==> src/spe_pkg.sv <==
// Purpose: Shared constants and types for the suppression panel event-state block
// Assumes: 40 MHz sys_clk
// Notes:   Priority index 0 is the most urgent indicator
package spe_pkg;

  localparam int CLK_HZ        = 40_000_000;
  localparam int FLASH_HALF_MS = 500;
  localparam int HALF_CYC      = CLK_HZ / 1000 * FLASH_HALF_MS;
  localparam int DISP_TIMEOUT_S = 100;
  localparam int VERIFY_S_DEF  = 60;

  localparam int CD_W   = 8;
  localparam int DISP_W = 7;
  localparam int VER_W  = 8;

  // Indicator indices, most urgent first
  localparam int NST      = 6;
  localparam int IX_REL   = 0;
  localparam int IX_PRED  = 1;
  localparam int IX_ABORT = 2;
  localparam int IX_ALM   = 3;
  localparam int IX_SUPV  = 4;
  localparam int IX_TRB   = 5;

  // Event log codes; lower code is reported first
  localparam int NEV          = 8;
  localparam int EV_INV_ABORT = 0;
  localparam int EV_ALARM     = 1;
  localparam int EV_VERIFY    = 2;
  localparam int EV_TROUBLE   = 3;
  localparam int EV_SUPV      = 4;
  localparam int EV_PREDIS    = 5;
  localparam int EV_ABORT     = 6;
  localparam int EV_RELEASE   = 7;

  localparam logic RELAY_RST = 1'b1;

  typedef logic [CD_W-1:0] spe_sec_t;
  typedef enum logic [1:0] {PD_IDLE, PD_COUNT, PD_ABORT, PD_RELEASE} spe_pd_e;
  typedef enum logic {VER_IDLE, VER_RUN} spe_ver_e;

endpackage
==> src/spe_cd_if.sv <==
// Purpose: Countdown control group between the state controller and the timer
// Assumes: Single sys_clk domain
// Notes:   Tick is a one-cycle pulse per second
`timescale 1ns/100ps
interface spe_cd_if;
  logic            load;
  spe_pkg::spe_sec_t loadVal;
  logic            run;
  logic            tick;
  spe_pkg::spe_sec_t count;
  logic            zero;

  modport ctl (output load, output loadVal, output run, output tick,
               input count, input zero);
  modport cnt (input load, input loadVal, input run, input tick,
               output count, output zero);
endinterface

==> src/spe_annun.sv <==
// Purpose: Per-state acknowledge and silence tracking
// Assumes: Rise is a one-cycle pulse on a new or re-reported event
// Notes:   A new event wins over an acknowledge in the same cycle
`timescale 1ns/100ps
module spe_annun (
  // Clock and reset
  input  wire logic sys_clk,
  input  wire logic rst_b,
  // State and operator
  input  wire logic active,
  input  wire logic rise,
  input  wire logic ack,
  input  wire logic silence,
  // Status
  output logic      flashing,
  output logic      silenced
);
  logic flashReg;
  logic flashNext;
  logic silReg;
  logic silNext;

  always_comb
  begin
    flashNext = rise | (flashReg & active & !ack);
    silNext   = !rise & active & (silReg | silence);
  end

  always_ff @(posedge sys_clk or negedge rst_b)
  begin
    if (!rst_b)
    begin
      flashReg <= 1'b0;
      silReg   <= 1'b0;
    end
    else
    begin
      flashReg <= flashNext;
      silReg   <= silNext;
    end
  end

  assign flashing = flashReg;
  assign silenced = silReg;
endmodule

==> src/spe_countdown.sv <==
// Purpose: Seconds countdown for pre-discharge
// Assumes: Load has priority over counting
// Notes:   Halts at zero; run low freezes the count during abort
`timescale 1ns/100ps
module spe_countdown (
  // Clock and reset
  input wire logic sys_clk,
  input wire logic rst_b,
  // Control group
  spe_cd_if.cnt    cd
);
  spe_pkg::spe_sec_t countReg;
  spe_pkg::spe_sec_t countNext;

  always_comb
  begin
    countNext = countReg;
    if (cd.load)
    begin
      countNext = cd.loadVal;
    end
    else if (cd.run && cd.tick && (countReg != '0))
    begin
      countNext = countReg - 1'b1;
    end
  end

  always_ff @(posedge sys_clk or negedge rst_b)
  begin
    if (!rst_b)
    begin
      countReg <= '0;
    end
    else
    begin
      countReg <= countNext;
    end
  end

  assign cd.count = countReg;
  assign cd.zero  = (countReg == '0);
endmodule

==> src/spe_event_states.sv <==
// Purpose: Event-state controller of a suppression control panel
// Assumes: All inputs synchronous to sys_clk; buttons are one-cycle pulses
// Notes:   Flash and warble rates come from one divider; long counts in seconds
`timescale 1ns/100ps
module spe_event_states #(
  parameter int HALF_CYC_P = spe_pkg::HALF_CYC,
  parameter int VERIFY_S   = spe_pkg::VERIFY_S_DEF
) (
  // Clock and reset
  input  wire logic                  sys_clk,
  input  wire logic                  rst_b,
  // Event reports
  input  wire logic                  sumAlarmIn,
  input  wire logic                  verifyAboveIn,
  input  wire logic                  troubleIn,
  input  wire logic                  loopOpenFlt,
  input  wire logic                  loopShortFlt,
  input  wire logic                  sensorDriftFault,
  input  wire logic                  supervisoryIn,
  input  wire logic                  zoneDisableIn,
  input  wire logic                  detectPreDisIn,
  input  wire logic                  manualPreDisIn,
  input  wire logic                  manualReleaseIn,
  input  wire logic                  abortIn,
  // Operator buttons
  input  wire logic                  ackBtn,
  input  wire logic                  silenceBtn,
  input  wire logic                  panelResetBtn,
  input  wire logic                  anyBtn,
  // Configuration
  input  wire logic                  sumAsAlarmCfg,
  input  wire logic                  verifyEnCfg,
  input  wire logic                  supvLatchCfg,
  input  wire logic                  autoCdSelCfg,
  input  wire logic                  manualCdSelCfg,
  input  wire logic                  abortRestartCfg,
  input  wire spe_pkg::spe_sec_t     autoDelayCfg,
  input  wire spe_pkg::spe_sec_t     manualDelayCfg,
  input  wire logic [5:0]            silenceableCfg,
  // Indicators
  output logic [5:0]                 stateLed,
  output logic                       supervisoryIndicator,
  output logic                       sounderOn,
  // Zone and relay outputs
  output logic [5:0]                 zoneOut,
  output logic                       verifyZoneOut,
  output logic                       globalNondisableableZone,
  output logic                       troubleRelayConnector,
  output logic                       invalidAbortTrouble,
  output spe_pkg::spe_sec_t          countdownSec,
  // Event log and display
  output logic                       eventStb,
  output logic [2:0]                 eventCode,
  output logic                       eventView
);
  spe_cd_if cd ();

  // Divider: half-second flash phase, one-second warble phase
  logic [31:0] halfCntReg, halfCntNext;
  logic        flashReg, flashNext, warbleReg, warbleNext;
  logic        halfTick, secTick;

  assign halfTick = (halfCntReg == 32'(HALF_CYC_P - 1));
  assign secTick  = halfTick & flashReg;

  always_comb
  begin
    halfCntNext = halfTick ? '0 : halfCntReg + 32'h0000_0001;
    flashNext   = flashReg ^ halfTick;
    warbleNext  = warbleReg ^ secTick;
  end

  always_ff @(posedge sys_clk or negedge rst_b)
  begin
    if (!rst_b)
    begin
      halfCntReg <= '0;
      flashReg   <= 1'b0;
      warbleReg  <= 1'b0;
    end
    else
    begin
      halfCntReg <= halfCntNext;
      flashReg   <= flashNext;
      warbleReg  <= warbleNext;
    end
  end

  // Latched events and verification
  logic             sumReg, sumNext, trbReg, trbNext, supvReg, supvNext;
  logic             verAlmReg, verAlmNext;
  spe_pkg::spe_ver_e verReg, verNext;
  logic [7:0]       verSecReg, verSecNext;
  logic             alarmPresent, abortValid, invAbort;

  assign alarmPresent = (sumReg & sumAsAlarmCfg) | verAlmReg;
  assign abortValid   = abortIn & alarmPresent;
  assign invAbort     = abortIn & !alarmPresent;

  always_comb
  begin
    // Set wins over reset so a standing condition stays reported
    sumNext  = sumAlarmIn | (sumReg & !panelResetBtn);
    trbNext  = loopOpenFlt | loopShortFlt | sensorDriftFault
             | (trbReg & !panelResetBtn);
    supvNext = (supervisoryIn & supvLatchCfg) | (supvReg & !panelResetBtn);
    verNext    = verReg;
    verSecNext = verSecReg;
    verAlmNext = (verAlmReg & !panelResetBtn) | (verifyAboveIn & !verifyEnCfg);
    unique case (verReg)
      spe_pkg::VER_IDLE:
      begin
        if (verifyAboveIn && verifyEnCfg && !verAlmReg)
        begin
          verNext    = spe_pkg::VER_RUN;
          verSecNext = '0;
        end
      end
      spe_pkg::VER_RUN:
      begin
        if (!verifyAboveIn)
        begin
          verNext = spe_pkg::VER_IDLE;
        end
        else if (secTick && (verSecReg == 8'(VERIFY_S - 1)))
        begin
          verNext    = spe_pkg::VER_IDLE;
          verAlmNext = 1'b1;
        end
        else if (secTick)
        begin
          verSecNext = verSecReg + 8'h01;
        end
      end
    endcase
  end

  always_ff @(posedge sys_clk or negedge rst_b)
  begin
    if (!rst_b)
    begin
      sumReg    <= 1'b0;
      trbReg    <= 1'b0;
      supvReg   <= 1'b0;
      verAlmReg <= 1'b0;
      verReg    <= spe_pkg::VER_IDLE;
      verSecReg <= '0;
    end
    else
    begin
      sumReg    <= sumNext;
      trbReg    <= trbNext;
      supvReg   <= supvNext;
      verAlmReg <= verAlmNext;
      verReg    <= verNext;
      verSecReg <= verSecNext;
    end
  end

  // Pre-discharge, abort and release sequencing
  spe_pkg::spe_pd_e pdReg, pdNext;
  logic             manPrevReg, manRise;

  assign manRise = manualPreDisIn & !manPrevReg & manualCdSelCfg;
  assign cd.tick = secTick;
  assign cd.run  = (pdReg == spe_pkg::PD_COUNT);

  always_comb
  begin
    pdNext     = pdReg;
    cd.load    = 1'b0;
    cd.loadVal = autoDelayCfg;
    unique case (pdReg)
      spe_pkg::PD_IDLE:
      begin
        if (manualReleaseIn)
          pdNext = spe_pkg::PD_RELEASE;
        else if (manualPreDisIn && manualCdSelCfg)
        begin
          pdNext     = spe_pkg::PD_COUNT;
          cd.load    = 1'b1;
          cd.loadVal = manualDelayCfg;
        end
        else if (detectPreDisIn && autoCdSelCfg)
        begin
          pdNext  = spe_pkg::PD_COUNT;
          cd.load = 1'b1;
        end
      end
      spe_pkg::PD_COUNT, spe_pkg::PD_ABORT:
      begin
        if (manualReleaseIn)
          pdNext = spe_pkg::PD_RELEASE;
        else if (manRise)
        begin
          pdNext     = spe_pkg::PD_COUNT;
          cd.load    = 1'b1;
          cd.loadVal = manualDelayCfg;
        end
        else if (abortValid)
          pdNext = spe_pkg::PD_ABORT;
        else if (cd.zero)
          pdNext = spe_pkg::PD_RELEASE;
        else if (pdReg == spe_pkg::PD_ABORT)
        begin
          pdNext  = spe_pkg::PD_COUNT;
          cd.load = abortRestartCfg;
        end
      end
      spe_pkg::PD_RELEASE:
      begin
        pdNext = spe_pkg::PD_RELEASE;
      end
    endcase
    if (panelResetBtn)
      pdNext = spe_pkg::PD_IDLE;
  end

  always_ff @(posedge sys_clk or negedge rst_b)
  begin
    if (!rst_b)
    begin
      pdReg      <= spe_pkg::PD_IDLE;
      manPrevReg <= 1'b0;
    end
    else
    begin
      pdReg      <= pdNext;
      manPrevReg <= manualPreDisIn;
    end
  end

  spe_countdown u_cd (
    .sys_clk (sys_clk),
    .rst_b   (rst_b),
    .cd      (cd.cnt)
  );

  // Indicator states and per-state acknowledge tracking
  logic [5:0] act, actPrevReg, annRise, flashing, silenced;
  logic       ackAny;

  always_comb
  begin
    act                   = '0;
    act[spe_pkg::IX_REL]  = (pdReg == spe_pkg::PD_RELEASE);
    act[spe_pkg::IX_PRED] = (pdReg != spe_pkg::PD_IDLE);
    act[spe_pkg::IX_ABORT] = abortValid;
    act[spe_pkg::IX_ALM]  = alarmPresent;
    act[spe_pkg::IX_SUPV] = supervisoryIn | supvReg | zoneDisableIn
                          | (sumReg & !sumAsAlarmCfg);
    act[spe_pkg::IX_TRB]  = troubleIn | trbReg | invAbort | zoneDisableIn;
  end

  assign ackAny  = ackBtn | silenceBtn;
  assign annRise = act & (~actPrevReg | {6{panelResetBtn}});

  for (genvar g = 0; g < spe_pkg::NST; g++)
  begin : g_ann
    spe_annun u_ann (
      .sys_clk  (sys_clk),
      .rst_b    (rst_b),
      .active   (act[g]),
      .rise     (annRise[g]),
      .ack      (ackAny),
      .silence  (silenceBtn),
      .flashing (flashing[g]),
      .silenced (silenced[g])
    );
  end

  // Event log queue and display view
  logic [7:0]        evAct, evPrevReg, evRise, pendReg, pendNext, grant;
  logic              stbNext, viewReg, viewNext;
  logic [2:0]        codeNext;
  logic [6:0]        dispSecReg, dispSecNext;

  always_comb
  begin
    // Abort input is logged even when invalid, so its invalid entry comes first
    evAct = {act[spe_pkg::IX_REL], abortIn, act[spe_pkg::IX_PRED],
             act[spe_pkg::IX_SUPV], act[spe_pkg::IX_TRB], (verReg == spe_pkg::VER_RUN),
             alarmPresent, invAbort};
    evRise   = evAct & (~evPrevReg | {8{panelResetBtn}});
    grant    = '0;
    codeNext = '0;
    // Lowest code first so an invalid abort precedes its abort
    for (int k = spe_pkg::NEV - 1; k >= 0; k--)
    begin
      if (pendReg[k])
      begin
        grant    = 8'h01 << k;
        codeNext = 3'(k);
      end
    end
    pendNext    = (pendReg & ~grant) | evRise;
    stbNext     = |pendReg;
    viewNext    = viewReg;
    dispSecNext = dispSecReg;
    if (|evRise)
    begin
      viewNext    = 1'b1;
      dispSecNext = '0;
    end
    else if (anyBtn || ackBtn || silenceBtn || panelResetBtn)
      dispSecNext = '0;
    else if (viewReg && secTick && (dispSecReg == 7'(spe_pkg::DISP_TIMEOUT_S - 1)))
      viewNext = 1'b0;
    else if (viewReg && secTick)
      dispSecNext = dispSecReg + 7'h01;
  end

  always_ff @(posedge sys_clk or negedge rst_b)
  begin
    if (!rst_b)
    begin
      evPrevReg  <= '0;
      actPrevReg <= '0;
      pendReg    <= '0;
      eventStb   <= 1'b0;
      eventCode  <= '0;
      viewReg    <= 1'b0;
      dispSecReg <= '0;
    end
    else
    begin
      evPrevReg  <= evAct;
      actPrevReg <= act;
      pendReg    <= pendNext;
      eventStb   <= stbNext;
      eventCode  <= codeNext;
      viewReg    <= viewNext;
      dispSecReg <= dispSecNext;
    end
  end

  assign eventView = viewReg;

  // Output drive
  logic [5:0] ledNext, zoneNext;
  logic       sndNext;

  always_comb
  begin
    ledNext  = '0;
    zoneNext = '0;
    sndNext  = 1'b0;
    for (int i = 0; i < spe_pkg::NST; i++)
    begin
      ledNext[i]  = act[i] & (!flashing[i] | flashReg);
      zoneNext[i] = act[i] & !(silenced[i] & silenceableCfg[i]);
    end
    // Most urgent unacknowledged state owns the sounder
    for (int i = spe_pkg::NST - 1; i >= 0; i--)
    begin
      // Flash bit drains one cycle after a restore; an idle state must stay quiet
      if (flashing[i] && act[i])
      begin
        if (i == spe_pkg::IX_TRB)
          sndNext = 1'b1;
        else if (i == spe_pkg::IX_SUPV)
          sndNext = warbleReg;
        else if (i == spe_pkg::IX_ABORT)
          sndNext = flashReg ^ warbleReg;
        else
          sndNext = flashReg;
      end
    end
  end

  always_ff @(posedge sys_clk or negedge rst_b)
  begin
    if (!rst_b)
    begin
      stateLed                 <= '0;
      supervisoryIndicator     <= 1'b0;
      sounderOn                <= 1'b0;
      zoneOut                  <= '0;
      verifyZoneOut            <= 1'b0;
      globalNondisableableZone <= 1'b0;
      troubleRelayConnector    <= spe_pkg::RELAY_RST;
      invalidAbortTrouble      <= 1'b0;
      countdownSec             <= '0;
    end
    else
    begin
      stateLed                 <= ledNext;
      supervisoryIndicator     <= ledNext[spe_pkg::IX_SUPV];
      sounderOn                <= sndNext;
      zoneOut                  <= zoneNext;
      verifyZoneOut            <= (verReg == spe_pkg::VER_RUN);
      globalNondisableableZone <= sumReg;
      troubleRelayConnector    <= !act[spe_pkg::IX_TRB];
      invalidAbortTrouble      <= invAbort;
      countdownSec             <= cd.count;
    end
  end
endmodule

==> config.mk <==
export PLATFORM = sky130hd
export DESIGN_NAME = spe_event_states
export DESIGN_NICKNAME = d
export VERILOG_FILES = /design/src/spe_pkg.sv /design/src/spe_cd_if.sv /design/src/spe_annun.sv /design/src/spe_countdown.sv /design/src/spe_event_states.sv
export SDC_FILE = /design/constraint.sdc
export NUM_CORES = 1
export LEC_CHECK = 0
export ABC_AREA = 1
export BUFFER_PORTS_ARGS = -buffer_cell sky130_fd_sc_hd__buf_2
export CAP_MARGIN = 20
export CORE_ASPECT_RATIO = 1.75
export CORE_MARGIN = 2
export CORE_UTILIZATION = 30
export CTS_BUF_LIST = sky130_fd_sc_hd__clkbuf_4 sky130_fd_sc_hd__clkbuf_8 sky130_fd_sc_hd__clkbuf_16
export CTS_CLUSTER_SIZE = 40
export DETAILED_ROUTE_END_ITERATION = 8
export PLACE_DENSITY_LB_ADDON = 0.12
export SYNTH_ARGS = -nofsm -noshare
export SYNTH_HDL_FRONTEND = slang
export SYNTH_SLANG_ARGS = --single-unit
==> constraint.sdc <==
create_clock -name sys_clk -period 2.6 [get_ports sys_clk]
set_input_delay 0.13 -clock sys_clk [delete_from_list [all_inputs] [get_ports sys_clk]]
set_output_delay 0.13 -clock sys_clk [all_outputs]
set_load 0.005 [all_outputs]
# --- Word-level counts from Yosys, hierarchy flattened ---
# Cells that the tools add are included.
totals:
  ff_bits: 130
  elab_cells: 284
  inputBits: 46
op_classes:
  n_addsub: 4
  reduce_logical: 58
  muxes: 68
  n_eq_ne: 14
  n_bitwise: 100
ops:
  columns: ["operator", "count"]
  rows:
  - ["8-bit 2-to-1 mux", 18]
  - ["1-bit bitwise AND", 55]
  - ["32-bit by 1-bit adder with 32-bit output (second input constant)", 1]
  - ["32-bit by 25-bit == test with 1-bit output (second input constant)", 1]
  - ["32-bit 2-to-1 mux", 1]
  - ["1-bit OR", 32]
  - ["8-bit one-hot mux with 2 select lines", 2]
  - ["7-bit 2-to-1 mux", 4]
  - ["1-bit logical NOT", 26]
  - ["3-bit 2-to-1 mux", 8]
  - ["1-bit 2-to-1 mux", 23]
  - ["2-bit 2-to-1 mux", 9]
  - ["8-bit bitwise AND", 2]
  - ["8-bit inverter", 2]
  - ["8-bit OR", 2]
  - ["8-bit OR reduction", 2]
  - ["1-bit logical AND", 15]
  - ["2-bit inequality test (second input constant)", 5]
  - ["8-bit by 1-bit adder with 8-bit output (second input constant)", 1]
  - ["8-bit by 6-bit == test with 1-bit output (second input constant)", 1]
  - ["8-bit logical NOT", 1]
  - ["8-bit nonzero test", 1]
  - ["8-bit by 1-bit subtractor with 8-bit output (second input constant)", 1]
  - ["7-bit by 1-bit adder with 7-bit output (second input constant)", 1]
  - ["20 further kinds", 30]

# --- Logic depth before layout (Yosys ltp) ---
# Gate-level depths: netlist of the first run.
depth:
  ltp_word: 13
  ltp_mapped: 15
  depth_no_buf: 15

# --- Cells and area by module ---
# From an unflattened synthesis of the first run, not the netlist that was laid out.
unflattened:
  cells_unflattened: 802
  area_unflattened_um2: 6278.5
modules_own_cells:
  columns: ["mod", "instances", "cells_each", "area_each_um2", "seq_area_each_um2"]
  rows:
  - ["spe_event_states", 1, 649, 5190.0, 2553.7]
  - ["spe_countdown", 1, 99, 623.1, 200.2]
  - ["spe_annun", 6, 9, 77.6, 50.0]

# --- Least setup slack after synthesis of the first run ---
# Ideal clock, no wire load.
synth_path:
  path_type: "reg-to-reg"
  from: "reg halfCntReg[0]"
  to: "reg verSecReg[2]"
  slack_ps: 215
  arrival_ps: 2259
  setup_time_ps: 126
  required_ps: 2474
  period_less_slack_ps: 2385
  stages_incl_launch_ff: 15
  path_cell_list: "dfrtp_1 > ha_1 > nand3_2 > nor2_2 > nand2_1 > nor2_1 > nand4_1 > inv_1 > ha_1 > inv_1 > nor4_1 > nand4_1 > nand3_1 > buf_4 > o21ai_0"
synth_between:
  elab_chain_len: 5
  elab_cells_between_ends: 6
  classes_between: "3 x eq/ne; 1 x bitwise; 2 x reduce/logical"
synth_lines:
  columns: ["item", "line_no", "text"]
  rows:
  - ["start, declared", "spe_event_states.sv:59", "logic [31:0] halfCntReg, halfCntNext;"]
  - ["start signal, assigned", "spe_event_states.sv:83", "halfCntReg <= halfCntNext;"]
  - ["32-bit by 25-bit == test with 1-bit output *", "spe_event_states.sv:63", "assign halfTick = (halfCntReg == 32'(HALF_CYC_P - 1));"]
  - ["1-bit bitwise AND *", "spe_event_states.sv:64", "assign secTick = halfTick & flashReg;"]
  - ["1-bit logical AND", "spe_event_states.sv:125", "else if (secTick && (verSecReg == 8'(VERIFY_S - 1)))"]
  - ["2-bit inequality test (no source line)", null, null]
  - ["4-bit AND reduction (no source line) *", null, null]
  - ["end signal, assigned", "spe_event_states.sv:156", "verSecReg <= verSecNext;"]
  - ["end, declared", "spe_event_states.sv:93", "logic [7:0] verSecReg, verSecNext;"]
# Every way passes the cells marked *; elsewhere a longest branch is shown, timed or not.
# A chain may end at the register's enable or synchronous reset.

# --- Worst setup path in the final report of the first run ---
layout_path:
  from: "reg halfCntReg[0]"
  to: "reg verSecReg[1]"
# Same word-level chain as after synthesis.

==> results of run 1 <==
-- per-layer routing --
layer,global-route usage (%),vias up,part of all wire [%]
li1,-,2516,-
met1,17.0,2392,40
met2,28.1,114,53
met3,3.42,37,3.4
met4,7.26,0,3.5
met5,0,-,0
-- critical path: stages (launching register included) --
cell and delay (ns):
dfrtp_1 0.38, ha_1 0.22, nand3_2 0.09, nor2_2 0.12
nand2_1 0.07, nor2_1 0.12, nand4_1 0.18, inv_2 0.13
ha_4 0.17, inv_1 0.06, nor4_2 0.13, nand4_1 0.16
nand3_2 0.13, buf_12 0.13, nand2_1 0.05, o21ai_0 0.07
-- report_power, final --
group / total [mW] / leakage [nW] / internal (mW) / switching (mW)
clock: 2.45 / 0.292 / 1.56 / 0.884
sequential: 2.30 / 1.53 / 2.14 / 0.159
combinational: 1.15 / 1.89 / 0.429 / 0.719
-- cells in the final DEF, fill, tap and decap left out, types with 7 or more instances in the layout --
cell           Yosys  routed
nand4_1           16      16
buf_2              2      75
inv_1             95      93
a21oi_1           20      20
clkbuf_16          0      17
or2_2              7       7
nor3_1            23      23
dlygate4sd3_1      0      16
o21ai_0           35      35
dfrtp_1          121     121
ha_1              11      10
xor2_1            33      33
nand3_1           39      38
nor2_1            80      80
buf_4              2      12
nand2_1          161     161
-- cells by family (layout without fill, tap and decap cells) --
kind of cell / after synthesis / after routing / synth area share [%]
AO/OA/AOI/OAI: 71 / 71 / 6.54
XOR/XNOR: 38 / 38 / 5.52
adder cells (fa/ha/maj): 11 / 11 / 2.28
buffers and inverters: 106 / 236 / 6.89
flip-flops: 122 / 122 / 50.7
AND/OR/NAND/NOR: 365 / 365 / 28.1
-- registers in the layout (all words and copies together) (netlist names), 2 cells and up --
register	cells
verSecReg	8
u_cd.cd.count	8
zoneOut	6
eventCode	3
pendReg	8
halfCntReg	32
evPrevReg	7
g_ann.u_ann.flashing	6
countdownSec	8
stateLed	6
dispSecReg	7
actPrevReg	2
pdReg	2
g_ann.u_ann.silenced	6
-- Yosys cell counts, types with 7 or more instances --
library cell	count	share of area, %
nand3_1	39	3.2
xor2_1	33	4.8
nand4_1	16	1.7
ha_1	11	2.3
or2_2	7	0.73
o21ai_0	35	2.9
nor3_1	23	1.9
a21oi_1	20	1.7
nand2_1	161	10
dfrtp_1	121	50
inv_1	95	5.9
nor2_1	80	5.0
-- final cells by class --
class / count / area [sq um] / area share, %
Sequential cell: 122 / 3050 / 40.2
Multi-Input combinational cell: 485 / 2580 / 33.9
Timing Repair Buffer: 105 / 666 / 8.76
Clock buffer: 19 / 453 / 5.96
Inverter: 99 / 372 / 4.89
Tap cell: 245 / 307 / 4.03
Clock inverter: 13 / 169 / 2.22
-- through the flow --
| stage | util (%) | hold slack, ns | std cells | worst slack [ns] | area, sq um |
|---|---|---|---|---|---|
| after global routing | 38.5 | 0.0553 | 1088 | 0.0313 | 7600 |
| after detailed placement | 34.4 | 0.117 | 1040 | 0.0550 | 6790 |
| after global placement | 34.4 | 0.105 | 1040 | 0.188 | 6790 |
| after floorplan | - | -0.166 | 713 | 0.215 | 6030 |
| after CTS | 38.4 | 0.0232 | 1088 | 0.0348 | 7580 |
| final | 38.5 | 0.0345 | 1088 | 0.279 | 7600 |
-- worst min-delay path by stage --
stage                              endpoint        start  cells past startpoint  slack, ns
finish                  verAlmReg$_DFF_PN0_  verifyEnCfg                      4       0.03
global placement     eventCode[0]$_DFF_PN0_        rst_b                      1       0.10
CTS                     verAlmReg$_DFF_PN0_  verifyEnCfg                      4       0.02
detailed placement   eventCode[0]$_DFF_PN0_        rst_b                      1       0.12
floorplan           actPrevReg[0]$_DFF_PN0_        rst_b                      0      -0.17
global route            verAlmReg$_DFF_PN0_  verifyEnCfg                      4       0.06
-- repair_timing --
action,in CTS,in global routing
setup endpoints to repair,0,21
resized for setup,0,6
hold buffers,16,0
endpoints found under the hold margin,42,0
==> results.md, run 1 <==
- CTS H-tree lvls: 4
- Vias: roughly 5k
- TritonCTS clock tree: built
- FFs w/ async S/R, synth: 100%
- Max-cap viol count: 0
- Rows: 68
- Die Ht: 191 um
- Fillcell total: 1,998
- Final period utilization: 89.3%
- Power per cell area: between 700 and 800 nW/um^2
- Clk sinks: approximately 120
- # setup viols final: 0
- Synth Instances: 713
- Tot GR Track Use: between 10% and 20%
- Mapped Avg Cell Area: 8.45 sq um
- Drt pass-1 iters: 4
- Status: finished clean
- Final hold violation count: 0
- Max Fanout on Critical Path: 16
- Relative slew slack: between 60% and 70%
- Crit path capture: verSecReg[1]$_DFFE_PN0P_
- CTS root buf: clkbuf_16
- Synthesized cell area: around 6000 sq um
- WL per Instance: 14.2 um
- Least-Margin Pin Slew: about 0.59 ns
- Reg2reg setup slack: 0.28 ns
- First-pass GRT wire length: between 20 and 30 mm
- Layout area overhead: 26.1%
- Main synth FF type: dfrtp_1
- Final nets: approximately 900
- Drt first-iter violations: between 150 and 200
- CP Data Required Time: 2.93 ns
- Syn_nets: between 700 and 800
- Static Leak: around 3.7 nW
- HPWL reported at the end of detailed placement: roughly 12 mm
- Total gr overflow: 0
- DRT antenna net count: 0
- Port bufs: 76
- Clk buf depth: 2
- Post-synth cell types: 44
- Die width: ~110 um
- Crit path launch type: flip-flop
- Vias in the first global route: between 5k and 6k
- Core ar.: ~20,000 sq um
- Via density per instance: between 4 and 5
- Crit path capture type: flip-flop
- Synthesis-stage register bit count: roughly 120
- Hold Crit Class: in -> reg
- Worst endpoint data arrival time: approximately 2.7 ns
- Ant diodes: 0
- RR Endpoint: verSecReg[1]$_DFFE_PN0P_
- Post-Route WL: 15.4 mm
- # IOs: 77
- Clk_lat worst skew: about 0.42 ns
- Worst-path clk slew: about 0.060 ns
- Largest net degree at the start of global routing: 52
- TritonCTS buffer count: 17
- Fin crit period: around 2.3 ns
- Setup_tns: 0 ns
- RD Place Congestion: approximately 0.85
- Setup Skew: approximately 0.0084 ns
- R2R cell count: 15
- Initial core utilization: between 30 and 40%
- Crit path launch: halfCntReg[0]$_DFF_PN0_
- Proportion of layout cells with a drive suffix above 1: slightly below 20%
- Peak VDD IR: 0.405 mV
- Number of remaining DRC errors: 0
- Initial antenna violation count: 0
- Tot Pwr: between 5 and 6 mW
- Max-slew violations: 0
- Fraction of the yosys area taken by sequential cells: about half
- YS warnings: 0
- Max frequency: 0.431 GHz
- Post-synth EDFFs: 0
- Critical path class: reg -> reg
- RR Startpoint: halfCntReg[0]$_DFF_PN0_
- RSZ-0062 raised after global routing: false
- Setup Fix Bufs, Post-CTS: 0
- Die area: about 21,000 sq um
(Power assumes the default switching activity.)
==> run 2, diff against run 1 <==
Settings changed: RECOVER_POWER from default to 25.
==> run 2 against run 1 <==
  * The run now ends with max-capacitance violations, max-slew violations left
  * Clock power barely moved
  * Global-route usage did not move
  * Fmax rose by 0.11%
  * Core utilization fell by 0.13 points
  * Combinational power barely moved
  * Die area did not move
  * Clock-buffer cell count did not move
  * Non-clock buffer count did not move
  * Critical endpoint unchanged
==> results.md, run 2 (synthesized netlist as in run 1, its figures left out) <==
- Worst-path clk slew: 0.06 ns
- Worst endpoint data arrival time: around 2.7 ns
- Vias in the first global route: roughly 5.3k
- RR Endpoint: verSecReg[1]$_DFFE_PN0P_
- Reg2reg setup slack: around 0.28 ns
- Switching Share: between 20% and 30%
- TritonCTS buffer count: 17
- CTS H-tree lvls: 4
- Static Leak: around 3.7 nW
- # setup viols final: 0
- DRT antenna net count: 0
- Die Ht: between 150 and 200 um
- CP Data Required Time: 2.93 ns
- Relative slew slack: -24.6%
- Final period utilization: around nine tenths
- Clk buf depth: 2
- Ant diodes: 0
- Critical path class: reg -> reg
- # IOs: 77
- Clk pwr share: between 40% and 50%
- RR Startpoint: halfCntReg[0]$_DFF_PN0_
- HPWL reported at the end of detailed placement: around 12 mm
- CTS root buf: clkbuf_16
- Max-cap viol count: 1
- Clk_lat worst skew: 0.42 ns
- Top reg by flops: halfCntReg
- Number of flip-flops in the largest register: 32
- Total gr overflow: 0
- Failing checks: max-capacitance violations, max-slew violations
- RD Place Congestion: 0.845
- Tot GR Track Use: 15.4%
- Drt pass-1 iters: 5
- Post-Route WL: about 15 mm
- Crit path launch: halfCntReg[0]$_DFF_PN0_
- Proportion of layout cells with a drive suffix above 1: a little under a fifth
- Crit path launch type: flip-flop
- Hold Startpoint: verifyEnCfg
- Drt first-iter violations: between 200 and 250
- Combinational Power Share: 19.3%
- Final hold violation count: 0
- Via density per instance: 4.64
- R2R cell count: 15
- Hold Crit Class: in -> reg
- Hold depth: 4
- Most common cell after layout, fill and taps aside: nand2_1
- Number of remaining DRC errors: 0
- Max Fanout on Critical Path: 16
- Final nets: 887
- Clk sinks: around 120
- Seq pwr share: approximately 39%
- RSZ-0062 raised after global routing: false
- Peak VDD IR: 0.404 mV
- Vias: a little over 5k
- Initial antenna violation count: 0
- Die width: about 110 um
- Power per cell area: 778 nW/um^2
- Least-Margin Pin Slew: approximately 1.9 ns
- Max frequency: ~0.43 GHz
- Utilization after layout: between 30% and 40%
- WL per Instance: around 14 um
- Largest net degree at the start of global routing: 52
- Die area: 21,300 sq um
- Max-slew violations: 34
- Commonest non-fill, non-tap cells in the layout: nand2_1, dfrtp_1, inv_1
- Fillcell total: between 2k and 2.5k
- Pint: slightly above 4 mW
- Crit path capture type: flip-flop
- Core ar.: approximately 20,000 sq um
- Initial core utilization: between 30% and 40%
- Rows: 68
- First-pass GRT wire length: ~26 mm
- Port bufs: 76
- Layout area overhead: 25.7%
- Fin crit period: approximately 2.3 ns
- Status: finished, violations left
- Hold endpoint: verAlmReg$_DFF_PN0_
- Setup_tns: 0 ns
- Setup Skew: 0.00827 ns
- Sw power: ~1.8 mW
- TritonCTS clock tree: built
==> run 2: final cells by class <==
cell class / count / area (sq um) / area share (%)
Sequential cell: 122 / 3050 / 40.3
Multi-Input combinational cell: 485 / 2570 / 33.9
Timing Repair Buffer: 105 / 649 / 8.57
Clock buffer: 19 / 453 / 5.98
Inverter: 99 / 372 / 4.91
Tap cell: 245 / 307 / 4.05
Clock inverter: 13 / 169 / 2.23
==> run 2: worst max-delay path: stages, from the launching register on <==
cell and delay (ns):
dfrtp_1 0.38, ha_1 0.22, nand3_2 0.09, nor2_2 0.12
nand2_1 0.07, nor2_1 0.12, nand4_1 0.18, inv_2 0.13
ha_4 0.17, inv_1 0.06, nor4_2 0.13, nand4_1 0.16
nand3_2 0.13, buf_12 0.13, nand2_1 0.05, o21ai_0 0.07
==> run 2: power by group through the flow <==
stage	logic, mW	registers (mW)	clock network, mW
finish	1.14	2.30	2.45
floorplan	0.721	2.31	0
detailed placement	1.14	2.34	0
global route	1.32	2.33	2.59
global placement	1.13	2.34	0
CTS	1.17	2.31	2.51
==> run 2: metal layers <==
| metal | routed length [um] | vias up | global-route usage (%) |
|---|---|---|---|
| met5 | 0 | - | 0 |
| met4 | 531 | 0 | 7.26 |
| met3 | 521 | 40 | 3.42 |
| met2 | 8080 | 106 | 28.1 |
| met1 | 6250 | 2387 | 17.0 |
| li1 | - | 2514 | - |
==> run 2: worst max-delay path by stage <==
stage	to	slack [ns]	cells past startpoint
floorplan	verSecReg[2]$_DFFE_PN0P_	0.21	14
global placement	verSecReg[6]$_DFFE_PN0P_	0.19	14
detailed placement	verSecReg[1]$_DFFE_PN0P_	0.05	15
CTS	verSecReg[1]$_DFFE_PN0P_	0.03	15
global route	verSecReg[1]$_DFFE_PN0P_	0.03	15
finish	verSecReg[1]$_DFFE_PN0P_	0.28	15
==> run 2: repair_timing <==
action | CTS | global route
setup endpoints to repair | 0 | 21
endpoints found under the hold margin | 42 | 0
buffers inserted | 0 | 0
resized for setup | 0 | 6
hold buffers | 16 | 0
==> run 2: through the flow <==
stage               power (mW)  instances  hold WS [ns]  worst slack (ns)  area, sq um
floorplan                 3.03        713        -0.166             0.215         6030
global placement          3.47       1040         0.105             0.188         6790
detailed placement        3.48       1040         0.117            0.0550         6790
CTS                       5.99       1088        0.0232            0.0348         7580
global route              6.24       1088        0.0553            0.0313         7570
finish                    5.89       1088        0.0331             0.281         7570
==> run 3, diff against run 2 <==
Settings changed: CELL_PAD_IN_SITES_DETAIL_PLACEMENT from default to 1, CELL_PAD_IN_SITES_GLOBAL_PLACEMENT from default to 2, MAX_ROUTING_LAYER from default to met4.
==> run 3 against run 2 <==
  * The flow now finishes without violations
  * Sequential share of layout area shrank 0.21 points
  * Cell area increased by 0.53%
  * Setup slack lost 0.026 ns
  * Cell count grew 0.74%
  * Global-route usage up 3.4 points
  * Die area unchanged
  * Flip-flop and latch count did not move
  * Non-clock buffer count up 7
  * Routed wire length rose by 19%
==> results.md, run 3 (synthesized netlist as in run 1, its figures left out) <==
- Status: finished clean
- Crit path largest cell delay: 0.37 ns
- Hold Crit Class: in -> reg
- Static Leak: 3.73 nW
- Worst Path Buf+Inv: 3
- Via density per instance: around 4.7
- Crit path capture type: flip-flop
- Fillcell total: approximately 2.4k
- TritonCTS buffer count: 17
- Most common cell after layout, fill and taps aside: nand2_1
- Placed Area: 6830 sq um
- Hold endpoint: u_cd.cd.count[0]$_DFFE_PN0P_
- Proportion of layout cells with a drive suffix above 1: 19.3%
- R2R cell count: 15
- Max Fanout on Critical Path: 8
- Max frequency: roughly 0.43 GHz
- HPWL reported at the end of detailed placement: around 14 mm
- First-pass GRT wire length: between 30 and 40 mm
- Final nets: between 800 and 900
- Setup_tns: 0 ns
- Core ar.: 19,700 sq um
- Clk buf depth: 2
- CTS root buf: clkbuf_16
- Clk_lat worst skew: between 0.4 and 0.5 ns
- Crit path launch type: flip-flop
- CP cell instances: ha_2, nand3_2, nor2_2, nand2_1, nor2_2, nand4_1, inv_1, ha_4, inv_1, nor4_1, nand4_1, nand3_1, buf_4, nand2_1, o21ai_0
- Die width: between 100 and 150 um
- Die area: 21,300 sq um
- CP Data Required Time: roughly 2.9 ns
- RSZ-0062 raised after global routing: false
- Worst-path clk slew: about 0.060 ns
- Critical path's slowest cell: dfrtp_1
- Number of remaining DRC errors: 0
- Max-cap viol count: 0
- Finished Cell Area: between 7000 and 8000 sq um
- RR Endpoint: verSecReg[1]$_DFFE_PN0P_
- Power per cell area: just under 800 nW/um^2
- Relative slew slack: 30.2%
- TritonCTS clock tree: built
- Number of flip-flops in the largest register: 32
- Reg2reg setup slack: 0.26 ns
- Die Ht: ~190 um
- Final period utilization: between 90% and 100%
- Commonest non-fill, non-tap cells in the layout: nand2_1, dfrtp_1, inv_1
- Top reg by flops: halfCntReg
- RR Startpoint: halfCntReg[1]$_DFF_PN0_
- Fin crit period: between 2 and 2.5 ns
- Port bufs: 76
- Hold depth: 3
- # setup viols final: 0
- Least-Margin Pin Slew: approximately 1.0 ns
- Max-slew violations: 0
- Hold Startpoint: autoDelayCfg[0]
- Initial core utilization: between 30% and 40%
- Setup Skew: between 0.01 and 0.015 ns
- WL per Instance: about 17 um
- Rows: between 60 and 70
- Tot GR Track Use: a little under a fifth
- Largest net degree at the start of global routing: 41
- Worst path top cell family by delay: simple AND/OR/NAND/NOR gates
- Peak VDD IR: 0.474 mV
- Drt pass-1 iters: 4
- Final hold violation count: 0
- Drt first-iter violations: about 160
- Layout area overhead: 26.3%
- Worst endpoint data arrival time: around 2.7 ns
- Vias in the first global route: between 5k and 6k
- Total gr overflow: 0
- # IOs: 77
- Initial antenna violation count: 0
- DRT antenna net count: 0
- RD Place Congestion: roughly 0.84
- Vias: about 5.1k
- Critical path class: reg -> reg
- Post-Route WL: around 18 mm
- CTS H-tree lvls: 4
- Clk sinks: approximately 120
==> run 3: cell types whose count changed in the layout (fill, tap and decap cells not counted), moves of 2 or more <==
cell,previous run,this run
nor2_1,80,78
inv_1,93,95
buf_4,11,20
inv_2,5,3
clkbuf_2,0,2
nor2_2,6,8
==> run 3: timing repair <==
item,CTS,global route
setup endpoints to repair,0,22
setup buffers,0,1
endpoints found under the hold margin,48,0
gates resized for setup,0,5
hold buffers,15,0
==> run 3: power breakdown <==
| part | internal [mW] | total [mW] | switching, mW |
|---|---|---|---|
| registers | 2.15 | 2.31 | 0.164 |
| clock network | 1.60 | 2.51 | 0.914 |
| logic | 0.434 | 1.17 | 0.735 |
| total | 4.18 | 5.99 | 1.81 |
==> run 3: worst max path at each step <==
stage / from / endpoint / slack [ns] / cells past startpoint
detailed placement: halfCntReg[0]$_DFF_PN0_ / u_cd.cd.count[5]$_DFFE_PN0P_ / 0.09 / 15
global route: halfCntReg[1]$_DFF_PN0_ / verSecReg[4]$_DFFE_PN0P_ / 0.007 / 15
CTS: halfCntReg[0]$_DFF_PN0_ / u_cd.cd.count[5]$_DFFE_PN0P_ / 0.06 / 15
finish: halfCntReg[1]$_DFF_PN0_ / verSecReg[1]$_DFFE_PN0P_ / 0.26 / 15
floorplan: halfCntReg[0]$_DFF_PN0_ / verSecReg[2]$_DFFE_PN0P_ / 0.21 / 14
global placement: halfCntReg[0]$_DFF_PN0_ / u_cd.cd.count[5]$_DFFE_PN0P_ / 0.19 / 15
==> run 3: tightest hold or removal path, cell delays in order <==
cell and delay (ns):
buf_2 0.09, a32oi_1 0.05, o21ai_0 0.13
==> run 3: layout make-up <==
type | count | area (sq um) | share of cell area (%)
Antenna cell | 1 | 2.50 | 0.0329
Clock buffer | 20 | 467 | 6.13
Clock inverter | 12 | 164 | 2.15
Inverter | 99 | 372 | 4.88
Multi-Input combinational cell | 485 | 2570 | 33.7
Sequential cell | 122 | 3050 | 40.1
Tap cell | 245 | 307 | 4.03
Timing Repair Buffer | 112 | 682 | 8.96
==> run 3: layer usage <==
metal  vias up  share of wire [%]  global-route usage (%)
met4         0                3.3                    8.02
met2        72                 57                    36.0
met3        24                2.1                    2.92
met1      2491                 38                    18.8
met5         -                  0                       -
li1       2532                  -                       -
==> run 3: per-stage QoR <==
stage	total power [mW]	utilization [%]	instances	worst slack, ns	hold slack [ns]
global route	6.38	38.6	1095	0.00736	0.0213
floorplan	3.03	-	713	0.215	-0.166
CTS	6.10	38.6	1094	0.0611	0.00108
detailed placement	3.53	34.6	1047	0.0869	0.159
global placement	3.50	34.6	1047	0.190	0.159
finish	5.99	38.6	1096	0.256	0.0180
